<file path="src/hdl/aos_consts.svh">
// alarm, status and discrete io block: register numbers, field positions,
// reset values and timing counts.
// assumes a 100 MHz core clock and 16-bit register words on the host port.
`ifndef AOS_CONSTS_SVH
`define AOS_CONSTS_SVH

// ----------------------------------------------------------------------
// register numbers (32-bit values span two words, high word first)
// ----------------------------------------------------------------------
`define AOS_REG_FAULT_STATUS    16'h9cc1
`define AOS_REG_WARNING_STATUS  16'h9cc3
`define AOS_REG_ALM1_FAULT_MASK 16'h9d08
`define AOS_REG_ALM1_WARN_MASK  16'h9d0a
`define AOS_REG_ALM2_FAULT_MASK 16'h9d0c
`define AOS_REG_ALM2_WARN_MASK  16'h9d0e
`define AOS_REG_PIN_POLARITY    16'h9d10

// ----------------------------------------------------------------------
// fields and reset values
// ----------------------------------------------------------------------
`define AOS_EMERGENCY_STOP_INPUT_FAULT_BIT     0
`define AOS_POL_ALM1_BIT        0
`define AOS_POL_ALM2_BIT        1
`define AOS_MASK_RESET          32'h0000_0000
`define AOS_POL_RESET           16'h0000
`define AOS_WORD_ZERO           16'h0000

// ----------------------------------------------------------------------
// timing
// ----------------------------------------------------------------------
`define AOS_CLK_KHZ             100000
`define AOS_BIAS_HOLD_MS        2500
`define AOS_SLOW_BLINK_MS       500
`define AOS_FAST_BLINK_MS       100
`define AOS_BIAS_HOLD_CYCLES    (`AOS_BIAS_HOLD_MS * `AOS_CLK_KHZ)
`define AOS_SLOW_BLINK_CYCLES   (`AOS_SLOW_BLINK_MS * `AOS_CLK_KHZ)
`define AOS_FAST_BLINK_CYCLES   (`AOS_FAST_BLINK_MS * `AOS_CLK_KHZ)

`endif

</file>
<file path="src/hdl/aos_pkg.sv">
// types shared by the alarm, status and discrete io block.
// assumes nothing beyond a SystemVerilog compiler.
package aos_pkg;

  // ----------------------------------------------------------------------
  // bias supply sequencing
  // ----------------------------------------------------------------------
  typedef enum logic [1:0] {
    AOS_BIAS_OFF  = 2'b00,
    AOS_BIAS_RUN  = 2'b01,
    AOS_BIAS_HOLD = 2'b10
  } aos_bias_state_t;

  typedef logic [15:0] aos_word_t;
  typedef logic [31:0] aos_dword_t;

endpackage : aos_pkg

</file>
<file path="src/hdl/aos_alarm_channel.sv">
// one isolated alarm output: masked fault and warning words, polarity.
// assumes status and mask words are synchronous to clk_i.
`timescale 1ns/1ps

module aos_alarm_channel #(
  parameter int W = 32
) (
  input  wire logic         clk_i,
  input  wire logic         resetn_i,
  input  wire logic         ce_i,
  input  wire logic [W-1:0] fault_word_i,
  input  wire logic [W-1:0] warning_word_i,
  input  wire logic [W-1:0] fault_mask_i,
  input  wire logic [W-1:0] warning_mask_i,
  input  wire logic         invert_i,
  output logic              alarm_o
);
  import aos_pkg::*;

  logic level_w;
  logic alarm_reg;

  // ----------------------------------------------------------------------
  // masking and polarity
  // ----------------------------------------------------------------------
  // any enabled fault or any enabled warning asserts the output
  assign level_w = (|(fault_word_i & fault_mask_i)) |
                   (|(warning_word_i & warning_mask_i)); // [RQ2] [RQ6] [RQ7] [RQ8]

  always_ff @(posedge clk_i or negedge resetn_i) begin
    if (!resetn_i) begin
      alarm_reg <= 1'b0;
    end else if (ce_i) begin
      alarm_reg <= level_w ^ invert_i; // [RQ9] [RQ16]
    end
  end

  assign alarm_o = alarm_reg;
endmodule : aos_alarm_channel

</file>
<file path="src/hdl/aos_status_io.sv">
// alarm outputs, discrete inputs and front panel indicators of the supply.
// assumes a word-wide host register port (one request per cycle at most),
// inputs synchronous to clk_i, and a 100 MHz clock.
//
// What this block does
// RQ1 - two discrete alarm outputs from fault/warning events
// RQ2 - each alarm has fault and warning masks
// RQ3 - alarm one fault mask gates fault word
// RQ4 - alarm one warning mask gates warning word
// RQ5 - alarm two masks gate same status words
// RQ6 - mask one enables event, zero blocks it
// RQ7 - enabled events are ORed onto the output
// RQ8 - 32-bit masks, all ones passes everything
// RQ9 - output pin polarity selectable by register
// RQ10 - emergency stop fault while input not asserted
// RQ11 - controller keeps emergency stop asserted to run
// RQ12 - bias runs while enabled, holds 2.5 s
// RQ13 - normal mode indicators lit solid by state
// RQ14 - bootloader mode indicators blink or show host
// RQ15 - spare discrete input has no effect
// RQ16 - alarm is masked OR, then polarity, tracked
// RQ17 - masks clear to zero at reset
`timescale 1ns/1ps
`include "aos_consts.svh"

module aos_status_io #(
  parameter int unsigned BIAS_HOLD_CYCLES  = `AOS_BIAS_HOLD_CYCLES,
  parameter int unsigned SLOW_BLINK_CYCLES = `AOS_SLOW_BLINK_CYCLES,
  parameter int unsigned FAST_BLINK_CYCLES = `AOS_FAST_BLINK_CYCLES
) (
  input  wire logic       clk_i,
  input  wire logic       resetn_i,
  input  wire logic       ce_i,
  // host register port
  input  wire logic       reg_wr_i,
  input  wire logic       reg_rd_i,
  input  wire logic [15:0] reg_addr_i,
  input  wire aos_pkg::aos_word_t reg_wdata_i,
  output aos_pkg::aos_word_t      reg_rdata_o,
  output logic            reg_ack_o,
  output logic            reg_err_o,
  // status words from the conversion controller
  input  wire aos_pkg::aos_dword_t fault_status_i,
  input  wire aos_pkg::aos_dword_t warning_status_i,
  // discrete inputs
  input  wire logic       emergency_stop_input_i,
  input  wire logic       bias_enable_i,
  input  wire logic       ac_valid_i,
  input  wire logic       spare_input_i,
  // operating state
  input  wire logic       boot_mode_i,
  input  wire logic       standby_i,
  input  wire logic       running_i,
  input  wire logic       faulted_i,
  input  wire logic       host_connected_i,
  input  wire logic       host_xfer_i,
  input  wire logic       boot_error_i,
  // outputs
  output logic            alarm_output_one_o,
  output logic            alarm_output_two_o,
  output logic            bias_run_o,
  output logic            led_power_o,
  output logic            led_standby_o,
  output logic            led_operating_o,
  output logic            led_fault_o
);
  import aos_pkg::*;

  localparam int HCW = $clog2(BIAS_HOLD_CYCLES + 1);
  localparam int SCW = $clog2(SLOW_BLINK_CYCLES + 1);
  localparam int FCW = $clog2(FAST_BLINK_CYCLES + 1);

  aos_dword_t      fault_word_w;
  aos_dword_t      alm1_fault_mask_reg;
  aos_dword_t      alm1_warn_mask_reg;
  aos_dword_t      alm2_fault_mask_reg;
  aos_dword_t      alm2_warn_mask_reg;
  aos_word_t       polarity_reg;
  aos_word_t       rdata_next;
  logic            hit_next;
  logic            writable_next;
  aos_word_t       rdata_reg;
  logic            ack_reg;
  logic            err_reg;
  aos_bias_state_t bias_state_reg;
  logic [HCW-1:0]  hold_cnt_reg;
  logic            bias_run_reg;
  logic [SCW-1:0]  slow_cnt_reg;
  logic [FCW-1:0]  fast_cnt_reg;
  logic            slow_blink_reg;
  logic            fast_blink_reg;
  logic            led_power_reg;
  logic            led_standby_reg;
  logic            led_operating_reg;
  logic            led_fault_reg;
  logic            wr_w;
  logic            rd_w;

  // ----------------------------------------------------------------------
  // status words
  // ----------------------------------------------------------------------
  // the stop input is asserted to allow power; its absence is a fault
  always_comb begin
    fault_word_w = fault_status_i;
    fault_word_w[`AOS_EMERGENCY_STOP_INPUT_FAULT_BIT] = fault_status_i[`AOS_EMERGENCY_STOP_INPUT_FAULT_BIT] |
                                         ~emergency_stop_input_i; // [RQ10] [RQ11]
  end

  // spare_input_i is deliberately left unread: it has no function yet [RQ15]

  // ----------------------------------------------------------------------
  // register port
  // ----------------------------------------------------------------------
  // a write wins over a read presented in the same cycle
  assign wr_w = ce_i & reg_wr_i;
  assign rd_w = ce_i & reg_rd_i & ~reg_wr_i;

  always_comb begin
    rdata_next    = `AOS_WORD_ZERO;
    hit_next      = 1'b1;
    writable_next = 1'b1;
    unique case (reg_addr_i)
      `AOS_REG_FAULT_STATUS: begin
        rdata_next    = fault_word_w[31:16];
        writable_next = 1'b0;
      end
      `AOS_REG_FAULT_STATUS + 16'h0001: begin
        rdata_next    = fault_word_w[15:0];
        writable_next = 1'b0;
      end
      `AOS_REG_WARNING_STATUS: begin
        rdata_next    = warning_status_i[31:16];
        writable_next = 1'b0;
      end
      `AOS_REG_WARNING_STATUS + 16'h0001: begin
        rdata_next    = warning_status_i[15:0];
        writable_next = 1'b0;
      end
      `AOS_REG_ALM1_FAULT_MASK:           rdata_next = alm1_fault_mask_reg[31:16];
      `AOS_REG_ALM1_FAULT_MASK + 16'h0001: rdata_next = alm1_fault_mask_reg[15:0];
      `AOS_REG_ALM1_WARN_MASK:            rdata_next = alm1_warn_mask_reg[31:16];
      `AOS_REG_ALM1_WARN_MASK + 16'h0001:  rdata_next = alm1_warn_mask_reg[15:0];
      `AOS_REG_ALM2_FAULT_MASK:           rdata_next = alm2_fault_mask_reg[31:16];
      `AOS_REG_ALM2_FAULT_MASK + 16'h0001: rdata_next = alm2_fault_mask_reg[15:0];
      `AOS_REG_ALM2_WARN_MASK:            rdata_next = alm2_warn_mask_reg[31:16];
      `AOS_REG_ALM2_WARN_MASK + 16'h0001:  rdata_next = alm2_warn_mask_reg[15:0];
      `AOS_REG_PIN_POLARITY:              rdata_next = polarity_reg;
      default: begin
        hit_next      = 1'b0;
        writable_next = 1'b0;
      end
    endcase
  end

  // mask writes land one word at a time; the alarm sees a half-updated
  // mask from the first word write until the second word write lands
  always_ff @(posedge clk_i or negedge resetn_i) begin
    if (!resetn_i) begin
      alm1_fault_mask_reg <= `AOS_MASK_RESET; // [RQ17]
      alm1_warn_mask_reg  <= `AOS_MASK_RESET; // [RQ17]
      alm2_fault_mask_reg <= `AOS_MASK_RESET; // [RQ17]
      alm2_warn_mask_reg  <= `AOS_MASK_RESET; // [RQ17]
      polarity_reg        <= `AOS_POL_RESET;
    end else if (wr_w) begin
      unique case (reg_addr_i)
        `AOS_REG_ALM1_FAULT_MASK:           alm1_fault_mask_reg[31:16] <= reg_wdata_i; // [RQ3]
        `AOS_REG_ALM1_FAULT_MASK + 16'h0001: alm1_fault_mask_reg[15:0]  <= reg_wdata_i; // [RQ3]
        `AOS_REG_ALM1_WARN_MASK:            alm1_warn_mask_reg[31:16]  <= reg_wdata_i; // [RQ4]
        `AOS_REG_ALM1_WARN_MASK + 16'h0001:  alm1_warn_mask_reg[15:0]   <= reg_wdata_i; // [RQ4]
        `AOS_REG_ALM2_FAULT_MASK:           alm2_fault_mask_reg[31:16] <= reg_wdata_i; // [RQ5]
        `AOS_REG_ALM2_FAULT_MASK + 16'h0001: alm2_fault_mask_reg[15:0]  <= reg_wdata_i; // [RQ5]
        `AOS_REG_ALM2_WARN_MASK:            alm2_warn_mask_reg[31:16]  <= reg_wdata_i; // [RQ5]
        `AOS_REG_ALM2_WARN_MASK + 16'h0001:  alm2_warn_mask_reg[15:0]   <= reg_wdata_i; // [RQ5]
        `AOS_REG_PIN_POLARITY:              polarity_reg               <= reg_wdata_i; // [RQ9]
        default: ;
      endcase
    end
  end

  always_ff @(posedge clk_i or negedge resetn_i) begin
    if (!resetn_i) begin
      rdata_reg <= `AOS_WORD_ZERO;
      ack_reg   <= 1'b0;
      err_reg   <= 1'b0;
    end else if (ce_i) begin
      ack_reg   <= wr_w | rd_w;
      err_reg   <= (rd_w & ~hit_next) | (wr_w & ~writable_next);
      rdata_reg <= (rd_w & hit_next) ? rdata_next : `AOS_WORD_ZERO;
    end
  end

  assign reg_rdata_o = rdata_reg;
  assign reg_ack_o   = ack_reg;
  assign reg_err_o   = err_reg;

  // ----------------------------------------------------------------------
  // alarm outputs
  // ----------------------------------------------------------------------
  aos_alarm_channel #(
    .W (32)
  ) u_alarm_one (
    .clk_i          (clk_i),
    .resetn_i       (resetn_i),
    .ce_i           (ce_i),
    .fault_word_i   (fault_word_w),
    .warning_word_i (warning_status_i),
    .fault_mask_i   (alm1_fault_mask_reg),
    .warning_mask_i (alm1_warn_mask_reg),
    .invert_i       (polarity_reg[`AOS_POL_ALM1_BIT]),
    .alarm_o        (alarm_output_one_o)
  ); // [RQ1] [RQ3] [RQ4]

  aos_alarm_channel #(
    .W (32)
  ) u_alarm_two (
    .clk_i          (clk_i),
    .resetn_i       (resetn_i),
    .ce_i           (ce_i),
    .fault_word_i   (fault_word_w),
    .warning_word_i (warning_status_i),
    .fault_mask_i   (alm2_fault_mask_reg),
    .warning_mask_i (alm2_warn_mask_reg),
    .invert_i       (polarity_reg[`AOS_POL_ALM2_BIT]),
    .alarm_o        (alarm_output_two_o)
  ); // [RQ1] [RQ5]

  // ----------------------------------------------------------------------
  // bias supply
  // ----------------------------------------------------------------------
  // the supply draws from the ac line, so loss of ac ends it at once
  always_ff @(posedge clk_i or negedge resetn_i) begin
    if (!resetn_i) begin
      bias_state_reg <= AOS_BIAS_OFF;
      hold_cnt_reg   <= '0;
      bias_run_reg   <= 1'b0;
    end else if (ce_i) begin
      unique case (bias_state_reg)
        AOS_BIAS_OFF: begin
          if (bias_enable_i && ac_valid_i) begin
            bias_state_reg <= AOS_BIAS_RUN; // [RQ12]
            bias_run_reg   <= 1'b1;
          end
        end
        AOS_BIAS_RUN: begin
          if (!ac_valid_i) begin
            bias_state_reg <= AOS_BIAS_OFF;
            bias_run_reg   <= 1'b0;
          end else if (!bias_enable_i) begin
            bias_state_reg <= AOS_BIAS_HOLD; // [RQ12]
            hold_cnt_reg   <= HCW'(BIAS_HOLD_CYCLES - 1);
          end
        end
        AOS_BIAS_HOLD: begin
          if (!ac_valid_i || hold_cnt_reg == '0) begin
            bias_state_reg <= AOS_BIAS_OFF; // [RQ12]
            bias_run_reg   <= 1'b0;
          end else if (bias_enable_i) begin
            bias_state_reg <= AOS_BIAS_RUN;
          end else begin
            hold_cnt_reg <= hold_cnt_reg - 1'b1;
          end
        end
        default: begin
          bias_state_reg <= AOS_BIAS_OFF;
          bias_run_reg   <= 1'b0;
        end
      endcase
    end
  end

  assign bias_run_o = bias_run_reg;

  // ----------------------------------------------------------------------
  // indicators
  // ----------------------------------------------------------------------
  always_ff @(posedge clk_i or negedge resetn_i) begin
    if (!resetn_i) begin
      slow_cnt_reg   <= '0;
      fast_cnt_reg   <= '0;
      slow_blink_reg <= 1'b0;
      fast_blink_reg <= 1'b0;
    end else if (ce_i) begin
      if (slow_cnt_reg == SCW'(SLOW_BLINK_CYCLES - 1)) begin
        slow_cnt_reg   <= '0;
        slow_blink_reg <= ~slow_blink_reg;
      end else begin
        slow_cnt_reg <= slow_cnt_reg + 1'b1;
      end
      if (fast_cnt_reg == FCW'(FAST_BLINK_CYCLES - 1)) begin
        fast_cnt_reg   <= '0;
        fast_blink_reg <= ~fast_blink_reg;
      end else begin
        fast_cnt_reg <= fast_cnt_reg + 1'b1;
      end
    end
  end

  always_ff @(posedge clk_i or negedge resetn_i) begin
    if (!resetn_i) begin
      led_power_reg     <= 1'b0;
      led_standby_reg   <= 1'b0;
      led_operating_reg <= 1'b0;
      led_fault_reg     <= 1'b0;
    end else if (ce_i) begin
      if (boot_mode_i) begin
        led_power_reg     <= slow_blink_reg; // [RQ14]
        led_standby_reg   <= host_connected_i; // [RQ14]
        led_operating_reg <= host_xfer_i & fast_blink_reg; // [RQ14]
        led_fault_reg     <= boot_error_i; // [RQ14]
      end else begin
        led_power_reg     <= bias_run_reg; // [RQ13]
        led_standby_reg   <= standby_i; // [RQ13]
        led_operating_reg <= running_i; // [RQ13]
        led_fault_reg     <= faulted_i; // [RQ13]
      end
    end
  end

  assign led_power_o     = led_power_reg;
  assign led_standby_o   = led_standby_reg;
  assign led_operating_o = led_operating_reg;
  assign led_fault_o     = led_fault_reg;
endmodule : aos_status_io

</file>
<file path="config.mk">
export PLATFORM = sky130hd
export DESIGN_NAME = aos_status_io
export DESIGN_NICKNAME = d
export VERILOG_FILES = /design/src/hdl/aos_pkg.sv /design/src/hdl/aos_alarm_channel.sv /design/src/hdl/aos_status_io.sv
export VERILOG_INCLUDE_DIRS = /design/src /design/src/hdl
export SDC_FILE = /design/constraint.sdc
export NUM_CORES = 1
export LEC_CHECK = 0
export BUFFER_PORTS_ARGS = -buffer_cell sky130_fd_sc_hd__buf_2
export CAP_MARGIN = 15
export CORE_ASPECT_RATIO = 1.1
export CORE_MARGIN = 2
export CORE_UTILIZATION = 35
export CTS_CLUSTER_SIZE = 20
export DETAILED_ROUTE_END_ITERATION = 7
export HOLD_SLACK_MARGIN = 0.02
export PLACE_DENSITY = 0.54
export RECOVER_POWER = 100
export SLEW_MARGIN = 5
export SYNTH_ARGS = -nofsm -noshare
export SYNTH_HDL_FRONTEND = slang
export SYNTH_SLANG_ARGS = --single-unit
</file>
<file path="constraint.sdc">
create_clock -name clk_i -period 3.5 [get_ports clk_i]
set_input_delay 0.525 -clock clk_i [delete_from_list [all_inputs] [get_ports clk_i]]
set_output_delay 0.525 -clock clk_i [all_outputs]
set_load 0.02 [all_outputs]
</file>
-- Word-level counts from Yosys, hierarchy flattened
Index checks and enable logic that the tools add are counted.
- output and inout port bits: 25
- memories kept: 0
- ROM bits: 0
- input port bits: 112
- latch bits: 0
- bits in writable memories: 0
- register bits after elaboration: 251
- add/sub/neg operators: 3
- eq/ne operators: 26
- $lt $le $gt $ge: 0
- shift operators: 0
- div/mod/pow operators: 0
- multiplexer cells: 25
- $mul: 0
- bitwise gates (word level): 24
- reductions and logical operators: 26
- operators by type and width (kind ; number):
    == test 16 bit (second input constant) ; 13
    one-hot mux 16 bit (13 select lines) ; 1
    AND 32 bit ; 4
    OR reduction 32 bit ; 4
    two-way mux 28 bit ; 4
    one-hot mux 28 bit (2 select lines) ; 1
    zero test 28 bit ; 1
    subtractor 28 x 1 -> 28 bit (second input constant) ; 1
    adder 26 x 1 -> 26 bit (second input constant) ; 1
    == test 26 bit (second input constant) ; 1
    two-way mux 26 bit ; 1
    adder 24 x 1 -> 24 bit (second input constant) ; 1
    == test 24 bit (second input constant) ; 1
    two-way mux 24 bit ; 1
    AND reduction 2 bit ; 11
    two-way mux 16 bit ; 1
    inequality test 2 bit (second input constant) ; 7
    OR reduction 13 bit ; 1
    two-way mux 2 bit ; 5
    two-way mux 1 bit ; 9
    OR reduction 9 bit ; 1
    AND reduction 4 bit ; 2
    AND 1 bit ; 7
    inequality test 3 bit (second input constant) ; 2
    other kinds (13) ; 23

-- Logic depth before layout (Yosys ltp)
Gate-level depths: netlist of the first run.
- word-level depth: 6
- depth in mapped cells: 9

-- By module
Synthesis of the first run repeated with hierarchy kept, for this count alone.
- cells, all modules: 1104
- area total of the unflattened synthesis: 13157.6 sq um
- modules (own cells, without submodules) (module ; area each (sq um) ; cells each ; sequential area each (sq um) ; instances):
    aos_status_io ; 12324.3 ; 1024 ; 6231.0 ; 1
    aos_alarm_channel ; 416.6 ; 40 ; 25.0 ; 2

-- Worst setup path before layout of the first run
Ideal clock, no wire load.
- path type: input to register
- start point: input port reg_addr_i[6]
- end point: register alm1_fault_mask_reg[10]
- stages on the path: 6
- path slack: 1.107 ns
- required time: 3.375 ns
- arrival: 2.268 ns
- setup time: 0.125 ns
- path buffers: 2
- cells stage by stage: nor3b_2 > nand2_2 > buf_2 > nor4_4 > buf_4 > mux2_2
- word-level cells in the longest chain between the ends: 2
- ends and longest elaborated chain (what ; RTL line ; RTL):
    start, declared ; aos_status_io.sv:37 ; input wire logic [15:0] reg_addr_i,
    == test 16 bit ; aos_status_io.sv:165 ; unique case (reg_addr_i)
    AND reduction 2 bit (no source line) ; n/a ;
    end signal, assigned ; aos_status_io.sv:159 ; alm1_fault_mask_reg <= `AOS_MASK_RESET;
    end signal, assigned ; aos_status_io.sv:167 ; `AOS_REG_ALM1_FAULT_MASK + 16'h0001: alm1_fault_mask_reg[15:0] <= reg_wdata_i;
    end, declared ; aos_status_io.sv:74 ; aos_dword_t alm1_fault_mask_reg;
Every way passes these cells.
A chain may end at the register's enable or synchronous reset.

-- Worst setup path after layout of the first run
- start point: input port reg_addr_i[14]
- end point: register rdata_reg[0], in the netlist reg_rdata_o[0]
- word-level cells in the longest chain between the ends: 5
- ends and longest elaborated chain (what ; RTL line ; RTL):
    == test 16 bit ; aos_status_io.sv:122 ; unique case (reg_addr_i)
    OR reduction 13 bit (no source line) ; n/a ;
    two-way mux 1 bit ; aos_status_io.sv:122 ;
    AND 1 bit ; aos_status_io.sv:188 ; rdata_reg <= (rd_w & hit_next) ? rdata_next : `AOS_WORD_ZERO;
    two-way mux 16 bit (no source line) (*) ; n/a ;
    end signal, assigned ; aos_status_io.sv:182 ; rdata_reg <= `AOS_WORD_ZERO;
    end signal, assigned ; aos_status_io.sv:188 ;
    end, declared ; aos_status_io.sv:82 ; aos_word_t rdata_reg;
Mark *: on every way between the ends. The rest lies on a longest branch, timed or not.

==> metrics.txt, run 1 <==
# TYPE chip_impl_metric gauge
chip_impl_info{name="outcome",value="complete, but fails checks"} 1
chip_impl_info{name="violations",value="design-rule violations, max-capacitance violations, max-slew violations"} 1
chip_impl_metric{name="adder_and_majority_cell_fraction_of_the_synthesized_area",unit="%"} 0.2826
chip_impl_metric{name="dieHeight",unit="µm"} 208.3
chip_impl_metric{name="fin_crit",unit="ns"} 3.178
chip_impl_metric{name="initial_utilization",unit="%"} 35.60
chip_impl_metric{name="post_syn_nets",unit=""} 1278
chip_impl_metric{name="setup_viol",unit=""} 0
chip_impl_metric{name="grt_first_pass_wirelength",unit="mm"} 74.70
chip_impl_metric{name="synth_top_area_share",unit="%"} 47.28
chip_impl_info{name="hold_path_end",value="led_operating_o"} 1
chip_impl_info{name="unrepaired_setup_endpoints_after_global_routing",value="false"} 1
chip_impl_metric{name="post-route-util",unit="%"} 41.50
chip_impl_info{name="cts_root_buf",value="sky130_fd_sc_hd__clkbuf_16"} 1
chip_impl_metric{name="power.leakage",unit="nW"} 6.898
chip_impl_metric{name="timing.max_cap.violations",unit=""} 1
chip_impl_metric{name="min_delay_path_depth",unit=""} 3
chip_impl_metric{name="synth.cell_area",unit="µm²"} 13280
chip_impl_info{name="crit_chain",value="buf_2 > and4bb_1 > nand3_1 > nor3_1 > clkbuf_1 > a22oi_1 > and4_1 > a32oi_1"} 1
chip_impl_metric{name="totalNegativeSetupSlack",unit="ns"} 0
chip_impl_info{name="synth_ff_type",value="sky130_fd_sc_hd__dfrtp_1"} 1
chip_impl_metric{name="cts_inserted_buffers",unit=""} 29
chip_impl_metric{name="place_congestion",unit=""} 1.030
chip_impl_metric{name="global_route.usage.total",unit="%"} 25.47
chip_impl_metric{name="cp_max_fo",unit=""} 13
chip_impl_metric{name="fp.dieW",unit="µm"} 189.8
chip_impl_info{name="critical_path_class",value="in2reg"} 1
chip_impl_metric{name="drt_wl_total",unit="mm"} 50.76
chip_impl_metric{name="nNetsFinal",unit=""} 1446
chip_impl_metric{name="power.density_cell_area",unit="nW/µm²"} 448.0
chip_impl_metric{name="crit_path_max_incr_delay",unit="ns"} 0.82
chip_impl_metric{name="die_area",unit="µm²"} 39530
chip_impl_info{name="crit_path_start_kind",value="input port"} 1
chip_impl_metric{name="vias_in_the_first_global_route",unit=""} 11211
chip_impl_metric{name="final_antenna_net_count",unit=""} 0
chip_impl_metric{name="asyncSetResetFlopFracSynth",unit="%"} 100.0
chip_impl_metric{name="max_slew_violation_count",unit=""} 71
chip_impl_info{name="hold_path_class",value="in2reg"} 1
chip_impl_metric{name="synth.avg_cell_area",unit="µm²"} 11.42
chip_impl_info{name="synth_largest_area_cell",value="sky130_fd_sc_hd__dfrtp_1"} 1
chip_impl_info{name="synth_top_family_by_area",value="simple AND/OR/NAND/NOR gates"} 1
chip_impl_metric{name="cts_setup_buffers",unit=""} 0
chip_impl_metric{name="global_route_congestion_overflow_total",unit=""} 0
chip_impl_metric{name="number_of_buffers_between_clock_root_and_the_deepest_sink",unit=""} 3
chip_impl_metric{name="synth.lib_cells_used.distinct",unit=""} 89
chip_impl_info{name="kind_of_end_point_of_the_critical_path",value="flip-flop"} 1
chip_impl_metric{name="fmax",unit="GHz"} 0.3147
chip_impl_metric{name="worst_clock_skew",unit="ns"} 0.04061
chip_impl_metric{name="clock_sinks",unit=""} 251
chip_impl_metric{name="synth-compound-area-share",unit="%"} 14.56
chip_impl_info{name="tritoncts",value="built"} 1
chip_impl_info{name="synth.top_cells.by_area",value="sky130_fd_sc_hd__dfrtp_1, sky130_fd_sc_hd__mux2_2, sky130_fd_sc_hd__a22oi_1"} 1
chip_impl_metric{name="synthToLayoutAreaGrowth",unit="%"} 16.57
chip_impl_metric{name="path_clk_slew",unit="ns"} 0.06
chip_impl_metric{name="synth_mux_area_share",unit="%"} 14.87
chip_impl_metric{name="worst-r2r-setup-slack",unit="ns"} 0.60
chip_impl_metric{name="required",unit="ns"} 3.96
chip_impl_metric{name="slew_headroom",unit="%"} -23.82
chip_impl_info{name="hold_path_startpoint",value="running_i"} 1
chip_impl_metric{name="worst_vdd_ir",unit="mV"} 0.3493
chip_impl_metric{name="design.portCount",unit=""} 137
chip_impl_metric{name="synth-edff-count",unit=""} 0
chip_impl_metric{name="total_count_of_hold_check_failures_in_the_final_report",unit=""} 0
chip_impl_metric{name="via_count",unit=""} 11300
chip_impl_metric{name="cts-resized-gates",unit=""} 0
chip_impl_metric{name="ys_warn_count",unit=""} 0
chip_impl_metric{name="first_pass_iters",unit=""} 8
chip_impl_metric{name="post_synth_xor_xnor_area",unit="%"} 3.956
chip_impl_info{name="crit-reg2reg-capture",value="hold_cnt_reg[23]"} 1
chip_impl_metric{name="half_perimeter_wire_length_after_detailed_placement",unit="mm"} 37.90
chip_impl_metric{name="cts_htree_levels",unit=""} 1
chip_impl_metric{name="placement_rows",unit=""} 74
chip_impl_metric{name="flop_and_latch_count_out_of_synthesis",unit=""} 251
chip_impl_metric{name="layout-drive-gt1-share",unit="%"} 25.93
chip_impl_metric{name="io_buffer_count",unit=""} 135
chip_impl_metric{name="ff2ff_path_depth",unit=""} 8
chip_impl_metric{name="post_drt_via_cell_ratio",unit=""} 6.125
chip_impl_metric{name="antenna_found_initial",unit=""} 2
chip_impl_metric{name="grt_start_max_net_pins",unit=""} 73
chip_impl_metric{name="worst_ep_arrival_time",unit="ns"} 3.64
chip_impl_metric{name="routed_wire_length_per_instance",unit="µm"} 27.51
chip_impl_metric{name="seq_area_frac_synth",unit="%"} 47.28
chip_impl_metric{name="fin_crit_sh",unit="%"} 90.79
chip_impl_info{name="worst_r2r_startpoint",value="hold_cnt_reg[0]"} 1
chip_impl_info{name="cpMaxStageDelayCell",value="sky130_fd_sc_hd__clkbuf_1"} 1
chip_impl_metric{name="drc",unit=""} 4
chip_impl_metric{name="max_slew.worst_pin.slew",unit="ns"} 1.857
chip_impl_metric{name="synth_cells",unit=""} 1163
chip_impl_metric{name="synth_simple_gate_area_share",unit="%"} 16.75
chip_impl_metric{name="clk_latency",unit="ns"} 0.58
chip_impl_metric{name="placeableCoreArea",unit="µm²"} 37310
chip_impl_metric{name="detailedRoute.firstIterationViolations",unit=""} 1217
-- metal layers --
layer / global-route usage [%] / routed length (µm)
met1: 34.60 / 20670
met2: 39.85 / 22630
met3: 4.757 / 4848
met4: 10.69 / 2598
met5: 0 / 10
-- cell usage after synthesis (5+ instances only) --
| cell | n |
|---|---|
| sky130_fd_sc_hd__dfrtp_1 | 251 |
| sky130_fd_sc_hd__mux2_2 | 131 |
| sky130_fd_sc_hd__nor2_1 | 64 |
| sky130_fd_sc_hd__nand2_1 | 62 |
| sky130_fd_sc_hd__a22oi_1 | 52 |
| sky130_fd_sc_hd__nand3_1 | 38 |
| sky130_fd_sc_hd__nand4_1 | 34 |
| sky130_fd_sc_hd__xnor2_1 | 32 |
| sky130_fd_sc_hd__xor2_1 | 28 |
| sky130_fd_sc_hd__a21oi_1 | 27 |
| sky130_fd_sc_hd__a221oi_1 | 26 |
| sky130_fd_sc_hd__a22o_1 | 26 |
| sky130_fd_sc_hd__o21ai_0 | 25 |
| sky130_fd_sc_hd__nor3_1 | 23 |
| sky130_fd_sc_hd__mux2_4 | 20 |
| sky130_fd_sc_hd__mux2i_1 | 20 |
| sky130_fd_sc_hd__buf_2 | 19 |
| sky130_fd_sc_hd__clkbuf_1 | 19 |
| sky130_fd_sc_hd__a222oi_1 | 15 |
| sky130_fd_sc_hd__and3_1 | 15 |
| sky130_fd_sc_hd__nor4_1 | 15 |
| sky130_fd_sc_hd__inv_1 | 13 |
| sky130_fd_sc_hd__or3_1 | 12 |
| sky130_fd_sc_hd__a32oi_1 | 10 |
| sky130_fd_sc_hd__and4_1 | 10 |
| sky130_fd_sc_hd__o2bb2ai_1 | 10 |
| sky130_fd_sc_hd__nor2b_1 | 9 |
| sky130_fd_sc_hd__or4_1 | 9 |
| sky130_fd_sc_hd__a31oi_1 | 8 |
| sky130_fd_sc_hd__a2111oi_0 | 7 |
| sky130_fd_sc_hd__buf_1 | 7 |
| sky130_fd_sc_hd__nor4_4 | 7 |
| sky130_fd_sc_hd__and2_1 | 5 |
| sky130_fd_sc_hd__buf_4 | 5 |
| sky130_fd_sc_hd__nand2b_1 | 5 |
| sky130_fd_sc_hd__nand3b_1 | 5 |
-- worst max-delay path by stage --
stage,endpoint,cells past startpoint,from
floorplan,alm1_fault_mask_reg[10],6,reg_addr_i[6]
detailed placement,reg_rdata_o[3],7,reg_addr_i[1]
global placement,reg_rdata_o[3],7,reg_addr_i[1]
global route,alm1_warn_mask_reg[24],6,reg_addr_i[14]
finish,reg_rdata_o[0],8,reg_addr_i[14]
CTS,hold_cnt_reg[23],8,hold_cnt_reg[0]
-- report_power, final --
group          internal [mW]  total, mW  switching, mW
Combinational          0.213      0.587          0.375
Sequential              3.03       3.18          0.145
Clock                   1.92       3.17           1.26
Total                   5.16       6.94           1.78
-- cell type report --
class                           instances  area [µm²]
Sequential cell                       251        6281
Clock inverter                         12       176.4
Tap cell                              494       618.1
Clock buffer                           38       809.5
Multi-Input combinational cell        846        6539
Fill cell                            3719       21830
Antenna cell                            1       2.502
Timing Repair Buffer                  189        1006
Inverter                               14       52.55
-- stage by stage --
stage / cell area, µm² / setup slack (ns) / power, mW / cells / hold WS [ns]
2_1_floorplan: 13280 / 1.107 / 3.490 / 1163 / 0.2294
3_3_place_gp: 14780 / 0.4836 / 3.808 / 1792 / 0.4639
3_5_place_dp: 14780 / 0.4698 / 3.820 / 1792 / 0.4586
4_1_cts: 15780 / 0.7225 / 7.014 / 1843 / 0.2332
5_1_grt: 15480 / 0.2795 / 7.198 / 1845 / 0.2531
6_report: 15480 / 0.3223 / 6.937 / 1845 / 0.2577
-- placed cells by master, fill, tap and decap left out, types with 16 or more instances in the layout --
master	n
sky130_fd_sc_hd__a22o_1	26
sky130_fd_sc_hd__a21oi_1	27
sky130_fd_sc_hd__xor2_1	28
sky130_fd_sc_hd__nor3_1	27
sky130_fd_sc_hd__o21ai_0	28
sky130_fd_sc_hd__nand2_1	63
sky130_fd_sc_hd__nand4_1	35
sky130_fd_sc_hd__nor2_1	64
sky130_fd_sc_hd__nor4_1	16
sky130_fd_sc_hd__mux2_1	19
sky130_fd_sc_hd__mux2i_1	20
sky130_fd_sc_hd__mux2_2	131
sky130_fd_sc_hd__buf_4	31
sky130_fd_sc_hd__dfrtp_1	251
sky130_fd_sc_hd__a221oi_1	26
sky130_fd_sc_hd__clkbuf_1	46
sky130_fd_sc_hd__a22oi_1	52
sky130_fd_sc_hd__nand3_1	40
sky130_fd_sc_hd__xnor2_1	32
sky130_fd_sc_hd__clkbuf_16	29
sky130_fd_sc_hd__buf_2	107
-- worst max-delay path, delay by kind of cell --
kind	cells	cell delay (ns)
buffers and inverters	2	0.92
and+or+nand+nor	4	1.76
AOI/OAI and AO/OA	2	0.42
-- timing repair --
item / in CTS / in global routing
hold endpoints to repair: 68 / 0
hold buffers: 1 / 0
setup endpoints to repair: 0 / 0
-- cell families (layout without fill, tap and decap cells) --
logic type / Yosys count / count (layout)
AOI/OAI and AO/OA: 252 / 252
buffers and inverters: 66 / 253
muxes: 171 / 171
xor gates and xnor gates: 60 / 60
DFF: 251 / 251
other: 0 / 1
and+or+nand+nor: 360 / 360
adders and majority gates: 3 / 3
Power figures use the tool's default switching activity.
==> inputs of run 2 (changes only) <==
--- a/config.mk
+++ b/config.mk
@@ -14,8 +14,9 @@
 export CTS_CLUSTER_SIZE = 20
 export DETAILED_ROUTE_END_ITERATION = 7
 export HOLD_SLACK_MARGIN = 0.02
-export PLACE_DENSITY = 0.54
+export PLACE_DENSITY = 0.53
 export RECOVER_POWER = 100
+export SKIP_CTS_REPAIR_TIMING = 1
 export SLEW_MARGIN = 5
 export SYNTH_ARGS = -nofsm -noshare
 export SYNTH_HDL_FRONTEND = slang
==> constraint.sdc (replaced) <==
create_clock -name clk_i -period 3.7 [get_ports clk_i]
set_input_delay 0.555 -clock clk_i [delete_from_list [all_inputs] [get_ports clk_i]]
set_output_delay 0.555 -clock clk_i [all_outputs]
set_load 0.02 [all_outputs]
==> run 2 against run 1 <==
Effect of this change: the flow still finishes with violations (design-rule violations, max-capacitance violations, max-slew violations); critical endpoint is now reg_rdata_o[4]; sequential power fell by 5%; sequential share of layout area rose by 0.12 points; largest cell class unchanged; final area fell by 0.28%; combinational power fell by 5.8%.
==> metrics.txt, run 2 (synthesis results as in run 1) <==
# TYPE chip_impl_metric gauge
chip_impl_info{name="outcome",value="complete, but fails checks"} 1
chip_impl_info{name="violations",value="design-rule violations, max-capacitance violations, max-slew violations"} 1
chip_impl_metric{name="grt_first_pass_wirelength",unit="mm"} 74.07
chip_impl_metric{name="initial_utilization",unit="%"} 35.60
chip_impl_info{name="kind_of_end_point_of_the_critical_path",value="flip-flop"} 1
chip_impl_metric{name="dieHeight",unit="µm"} 208.3
chip_impl_metric{name="vias_in_the_first_global_route",unit=""} 11188
chip_impl_info{name="highest_count_cells_in_the_layout_ignoring_fill_and_taps",value="sky130_fd_sc_hd__dfrtp_1, sky130_fd_sc_hd__mux2_2, sky130_fd_sc_hd__buf_2"} 1
chip_impl_metric{name="drt_wl_total",unit="mm"} 50.22
chip_impl_metric{name="max_slew_violation_count",unit=""} 131
chip_impl_metric{name="nNetsFinal",unit=""} 1438
chip_impl_info{name="critical_path_class",value="in2reg"} 1
chip_impl_metric{name="post_drt_via_cell_ratio",unit=""} 6.154
chip_impl_metric{name="max_slew.worst_pin.slew",unit="ns"} 2.539
chip_impl_metric{name="fin_crit_sh",unit="%"} 92.83
chip_impl_metric{name="antenna_found_initial",unit=""} 1
chip_impl_metric{name="synthToLayoutAreaGrowth",unit="%"} 16.24
chip_impl_metric{name="fmax",unit="GHz"} 0.2911
chip_impl_metric{name="global_route.usage.total",unit="%"} 25.10
chip_impl_metric{name="design.portCount",unit=""} 137
chip_impl_info{name="crit_chain",value="buf_2 > and4bb_1 > nand3_2 > nor3_1 > a22oi_1 > nand4_1 > a2bb2oi_1"} 1
chip_impl_metric{name="grt_start_max_net_pins",unit=""} 96
chip_impl_metric{name="fillerInstances",unit=""} 3659
chip_impl_metric{name="ff2ff_path_depth",unit=""} 4
chip_impl_info{name="tritoncts",value="built"} 1
chip_impl_metric{name="fin_crit",unit="ns"} 3.435
chip_impl_metric{name="routed_wire_length_per_instance",unit="µm"} 27.28
chip_impl_metric{name="power.total",unit="mW"} 6.606
chip_impl_metric{name="totalNegativeSetupSlack",unit="ns"} 0
chip_impl_metric{name="detailedRoute.firstIterationViolations",unit=""} 1539
chip_impl_metric{name="worst_ep_arrival_time",unit="ns"} 3.92
chip_impl_metric{name="worst_clock_skew",unit="ns"} 0.01938
chip_impl_metric{name="number_of_buffers_between_clock_root_and_the_deepest_sink",unit=""} 3
chip_impl_metric{name="total_count_of_hold_check_failures_in_the_final_report",unit=""} 0
chip_impl_metric{name="via_count",unit=""} 11329
chip_impl_metric{name="global_route_congestion_overflow_total",unit=""} 0
chip_impl_metric{name="path_clk_slew",unit="ns"} 0.06
chip_impl_metric{name="clk_latency",unit="ns"} 0.57
chip_impl_metric{name="final_antenna_net_count",unit=""} 0
chip_impl_metric{name="cp_max_fo",unit=""} 13
chip_impl_metric{name="placeableCoreArea",unit="µm²"} 37310
chip_impl_metric{name="die_area",unit="µm²"} 39530
chip_impl_metric{name="place_congestion",unit=""} 1.044
chip_impl_info{name="unrepaired_setup_endpoints_after_global_routing",value="false"} 1
chip_impl_metric{name="setup_viol",unit=""} 0
chip_impl_metric{name="final.hold.worst_slack",unit="ns"} 0.2790
chip_impl_info{name="cpMaxStageDelayCell",value="sky130_fd_sc_hd__nor3_1"} 1
chip_impl_metric{name="cts_inserted_buffers",unit=""} 30
chip_impl_info{name="layout.cells.most_common",value="sky130_fd_sc_hd__dfrtp_1"} 1
chip_impl_info{name="cts_root_buf",value="sky130_fd_sc_hd__clkbuf_16"} 1
chip_impl_metric{name="clock_sinks",unit=""} 251
chip_impl_info{name="hold_path_class",value="in2reg"} 1
chip_impl_metric{name="slew_headroom",unit="%"} -69.28
chip_impl_metric{name="io_buffer_count",unit=""} 135
chip_impl_metric{name="required",unit="ns"} 4.18
chip_impl_metric{name="power.leakage",unit="nW"} 6.861
chip_impl_metric{name="min_delay_path_depth",unit=""} 3
chip_impl_metric{name="drc",unit=""} 3
chip_impl_info{name="crit_path_start_kind",value="input port"} 1
chip_impl_metric{name="half_perimeter_wire_length_after_detailed_placement",unit="mm"} 36.83
chip_impl_metric{name="placement_rows",unit=""} 74
chip_impl_metric{name="crit_path_max_incr_delay",unit="ns"} 1.58
chip_impl_metric{name="fp.dieW",unit="µm"} 189.8
chip_impl_metric{name="worst_vdd_ir",unit="mV"} 0.3990
chip_impl_metric{name="cts_htree_levels",unit=""} 1
chip_impl_metric{name="timing.max_cap.violations",unit=""} 5
chip_impl_metric{name="layout-drive-gt1-share",unit="%"} 25.56
chip_impl_metric{name="post-route-util",unit="%"} 41.38
chip_impl_metric{name="power.density_cell_area",unit="nW/µm²"} 427.8
chip_impl_metric{name="first_pass_iters",unit=""} 8
## run 2: changes by cell type in the layout (fill, tap and decap cells not counted), sizes merged
cell,previous run,this run
clkinv,5,8
inv,16,13
buf,140,139
bufinv,4,3
clkbuf,86,85
dlygate4sd3,1,0
## run 2: cell type report
cell class / instances / area (µm²) / area share [%]
Sequential cell: 251 / 6281 / 40.68
Tap cell: 494 / 618.1 / 4.003
Antenna cell: 1 / 2.502 / 0.01621
Clock inverter: 11 / 136.4 / 0.8832
Multi-Input combinational cell: 846 / 6494 / 42.05
Inverter: 14 / 52.55 / 0.3403
Clock buffer: 44 / 884.6 / 5.729
Timing Repair Buffer: 180 / 972.2 / 6.296
## run 2: path summary, 6_finish.rpt
kind / from / end / slack (ns)
worst max-delay path: reg_addr_i[14] / reg_rdata_o[4] / 0.27
worst min-delay path: running_i / led_operating_o / 0.28
worst max register to register: fast_cnt_reg[11] / fast_blink_reg / 0.75
worst min register to register: slow_blink_reg / slow_blink_reg / 0.47
max in group asynchronous: resetn_i / alm1_warn_mask_reg[31] / 1.10
min in group asynchronous: resetn_i / hold_cnt_reg[12] / 0.76
## run 2: where the power goes
group / total [mW] / internal, mW / switching (mW) / leakage [nW]
Sequential: 3.01 / 2.87 / 0.141 / 3.37
Clock: 3.04 / 1.85 / 1.19 / 0.504
Combinational: 0.553 / 0.199 / 0.354 / 2.98
## run 2: metal layers
metal	up-vias	GRT usage, %	share of wire [%]	routed length (µm)
met5	-	0	0	0
met4	0	12.14	5.4	2718
met3	169	5.533	10	5112
met2	737	37.96	44	22100
met1	5584	34.01	40	20290
li1	4839	-	-	-
## run 2: critical path: cells and delay by family
family / cells / cell delay (ns)
buf+inv: 1 / 0.10
simple gates: 4 / 2.76
compound gates: 2 / 0.48
## run 2: per-stage QoR
step           instances  cell area, µm²  setup WS (ns)
5_1_grt             1841           15440         0.3901
4_1_cts             1840           15750         0.9386
3_5_place_dp        1785           14730         0.6156
2_1_floorplan       1163           13280          1.277
6_report            1841           15440         0.2653
3_3_place_gp        1785           14730         0.5658
==> inputs of run 3 (changes only) <==
--- a/config.mk
+++ b/config.mk
@@ -13,6 +13,7 @@
 export CORE_UTILIZATION = 35
 export CTS_CLUSTER_SIZE = 20
 export DETAILED_ROUTE_END_ITERATION = 7
+export GPL_ROUTABILITY_DRIVEN = 0
 export HOLD_SLACK_MARGIN = 0.02
 export PLACE_DENSITY = 0.53
 export RECOVER_POWER = 100
==> constraint.sdc (replaced) <==
create_clock -name clk_i -period 3.5 [get_ports clk_i]
set_input_delay 0.525 -clock clk_i [delete_from_list [all_inputs] [get_ports clk_i]]
set_output_delay 0.525 -clock clk_i [all_outputs]
set_load 0.02 [all_outputs]
==> run 3 against run 2 <==
Effect of this change: the run still ends with design-rule violations, max-capacitance violations, max-slew violations left; first-iteration DRC count down 4.2%; clock skew down 0.0074 ns; register-to-register slack worse by 0.14 ns; critical path type unchanged.
==> metrics.txt, run 3 (synthesis results as in run 1) <==
# TYPE chip_impl_metric gauge
chip_impl_info{name="critical_path_class",value="in2reg"} 1
chip_impl_info{name="cpMostUsedCell",value="sky130_fd_sc_hd__buf_4"} 1
chip_impl_metric{name="slew_headroom",unit="%"} -48.38
chip_impl_metric{name="placed_cells",unit=""} 1793
chip_impl_metric{name="timing.max_cap.violations",unit=""} 1
chip_impl_info{name="crit_chain",value="buf_2 > clkbuf_2 > inv_1 > nand2_1 > nor3_2 > buf_4 > a22o_1 > a2111oi_0 > buf_4 > o2bb2ai_1"} 1
chip_impl_metric{name="dp_slack",unit="ns"} 0.3283
chip_impl_metric{name="post_drt_via_cell_ratio",unit=""} 6.156
chip_impl_metric{name="max_slew_violation_count",unit=""} 80
chip_impl_metric{name="post-route-util",unit="%"} 41.59
chip_impl_metric{name="placement.cell_area",unit="µm²"} 14830
chip_impl_info{name="unrepaired_setup_endpoints_after_global_routing",value="false"} 1
chip_impl_metric{name="fin_crit",unit="ns"} 3.051
chip_impl_metric{name="grt_first_pass_wirelength",unit="mm"} 73.97
chip_impl_metric{name="max_slew.worst_pin.slew",unit="ns"} 2.226
chip_impl_metric{name="global_route.usage.total",unit="%"} 25.03
chip_impl_metric{name="finalInstanceArea",unit="µm²"} 15520
chip_impl_info{name="cpMaxStageDelayCell",value="sky130_fd_sc_hd__a2111oi_0"} 1
chip_impl_info{name="outcome",value="complete, but fails checks"} 1
chip_impl_metric{name="via_count",unit=""} 11377
chip_impl_metric{name="clk_latency",unit="ns"} 0.57
chip_impl_info{name="kind_of_end_point_of_the_critical_path",value="flip-flop"} 1
chip_impl_metric{name="power.density_cell_area",unit="nW/µm²"} 437.9
chip_impl_info{name="crit_path_start_kind",value="input port"} 1
chip_impl_metric{name="nNetsFinal",unit=""} 1446
chip_impl_metric{name="fmax",unit="GHz"} 0.3278
chip_impl_metric{name="setup_viol",unit=""} 0
chip_impl_info{name="highest_count_cells_in_the_layout_ignoring_fill_and_taps",value="sky130_fd_sc_hd__dfrtp_1, sky130_fd_sc_hd__mux2_2, sky130_fd_sc_hd__buf_2"} 1
chip_impl_metric{name="required",unit="ns"} 3.95
chip_impl_info{name="cts_root_buf",value="sky130_fd_sc_hd__clkbuf_16"} 1
chip_impl_metric{name="die_area",unit="µm²"} 39530
chip_impl_metric{name="clock_sinks",unit=""} 251
chip_impl_metric{name="initial_utilization",unit="%"} 35.60
chip_impl_metric{name="cp_max_fo",unit=""} 19
chip_impl_metric{name="placement_rows",unit=""} 74
chip_impl_metric{name="fin_ws",unit="ns"} 0.4490
chip_impl_metric{name="layoutNonFillerInstCount",unit=""} 1848
chip_impl_metric{name="first_pass_iters",unit=""} 8
chip_impl_metric{name="cts_htree_levels",unit=""} 1
chip_impl_metric{name="number_of_buffers_between_clock_root_and_the_deepest_sink",unit=""} 3
chip_impl_metric{name="power.total",unit="mW"} 6.796
chip_impl_metric{name="half_perimeter_wire_length_after_detailed_placement",unit="mm"} 36.84
chip_impl_metric{name="design.portCount",unit=""} 137
chip_impl_info{name="hold_path_class",value="in2reg"} 1
chip_impl_info{name="tritoncts",value="built"} 1
chip_impl_metric{name="final_antenna_net_count",unit=""} 0
chip_impl_metric{name="dieHeight",unit="µm"} 208.3
chip_impl_metric{name="path_clk_slew",unit="ns"} 0.06
chip_impl_metric{name="layout-drive-gt1-share",unit="%"} 26.31
chip_impl_metric{name="io_buffer_count",unit=""} 135
chip_impl_metric{name="routed_wire_length_per_instance",unit="µm"} 27.07
chip_impl_metric{name="worst_ep_arrival_time",unit="ns"} 3.50
chip_impl_metric{name="global_route_congestion_overflow_total",unit=""} 0
chip_impl_metric{name="placeableCoreArea",unit="µm²"} 37310
chip_impl_metric{name="synthToLayoutAreaGrowth",unit="%"} 16.81
chip_impl_info{name="layout.cells.most_common",value="sky130_fd_sc_hd__dfrtp_1"} 1
chip_impl_metric{name="grt_start_max_net_pins",unit=""} 82
chip_impl_metric{name="totalNegativeSetupSlack",unit="ns"} 0
chip_impl_metric{name="vias_in_the_first_global_route",unit=""} 11186
chip_impl_metric{name="final.hold.worst_slack",unit="ns"} 0.2513
chip_impl_metric{name="fin_crit_sh",unit="%"} 87.17
chip_impl_metric{name="worst_vdd_ir",unit="mV"} 0.3373
chip_impl_metric{name="worst_clock_skew",unit="ns"} 0.01201
chip_impl_metric{name="fp.dieW",unit="µm"} 189.8
chip_impl_metric{name="detailedRoute.firstIterationViolations",unit=""} 1475
chip_impl_metric{name="crit_path_max_incr_delay",unit="ns"} 0.82
chip_impl_metric{name="drc",unit=""} 2
chip_impl_metric{name="antenna_found_initial",unit=""} 1
chip_impl_info{name="violations",value="design-rule violations, max-capacitance violations, max-slew violations"} 1
chip_impl_metric{name="total_count_of_hold_check_failures_in_the_final_report",unit=""} 0
chip_impl_metric{name="drt_wl_total",unit="mm"} 50.02
chip_impl_metric{name="cts_inserted_buffers",unit=""} 29
chip_impl_metric{name="power.leakage",unit="nW"} 6.885
## run 3: changes by cell type in the layout (fill, tap and decap cells not counted), moves of 2 or more
cell / change
sky130_fd_sc_hd__nor4_1: -3
sky130_fd_sc_hd__clkinvlp_4: +4
sky130_fd_sc_hd__clkbuf_16: -2
sky130_fd_sc_hd__clkbuf_1: +2
sky130_fd_sc_hd__buf_12: +3
sky130_fd_sc_hd__clkinv_2: -3
sky130_fd_sc_hd__nand4_1: -2
sky130_fd_sc_hd__clkbuf_2: +2
sky130_fd_sc_hd__buf_4: +2
sky130_fd_sc_hd__nor4_2: +2
## run 3: final cells by class
type                       count  area [µm²]
antenna                        1       2.502
clock buffer                  43       828.3
clock inverter                10       112.6
tap                          494       618.1
inverter                      14       52.55
multi-input combinational    846        6550
fill                        3655       21800
sequential                   251        6281
timing repair buffer         189        1072
## run 3: where the power goes
group	internal, mW	switching, mW	leakage [nW]
Clock	1.78	1.25	0.445
Sequential	3.03	0.146	3.37
Combinational	0.211	0.379	3.07
## run 3: final timing paths
check,end,slack (ns),cells after the start,from
max,reg_rdata_o[3],0.45,10,reg_addr_i[1]
min,led_operating_o,0.25,3,running_i
max reg2reg,hold_cnt_reg[23],0.61,8,hold_cnt_reg[0]
min reg2reg,slow_cnt_reg[6],0.47,1,slow_cnt_reg[6]
max in group asynchronous,slow_cnt_reg[19],0.87,3,resetn_i
min in group asynchronous,hold_cnt_reg[12],1.13,2,resetn_i
## run 3: critical path: cells and delay by family
| kind | cells | cell delay (ns) |
|---|---|---|
| AO/OA/AOI/OAI | 3 | 1.05 |
| buffers and inverters | 5 | 1.41 |
| AND/OR/NAND/NOR | 2 | 0.49 |
## run 3: layer usage
| layer | GRT usage (%) | share of wire [%] | wire length, µm |
|---|---|---|---|
| met1 | 32.97 | 41 | 20280 |
| met2 | 37.60 | 42 | 21150 |
| met3 | 6.950 | 10 | 5153 |
| met4 | 12.75 | 6.9 | 3433 |
| met5 | 0 | 0 | 0 |
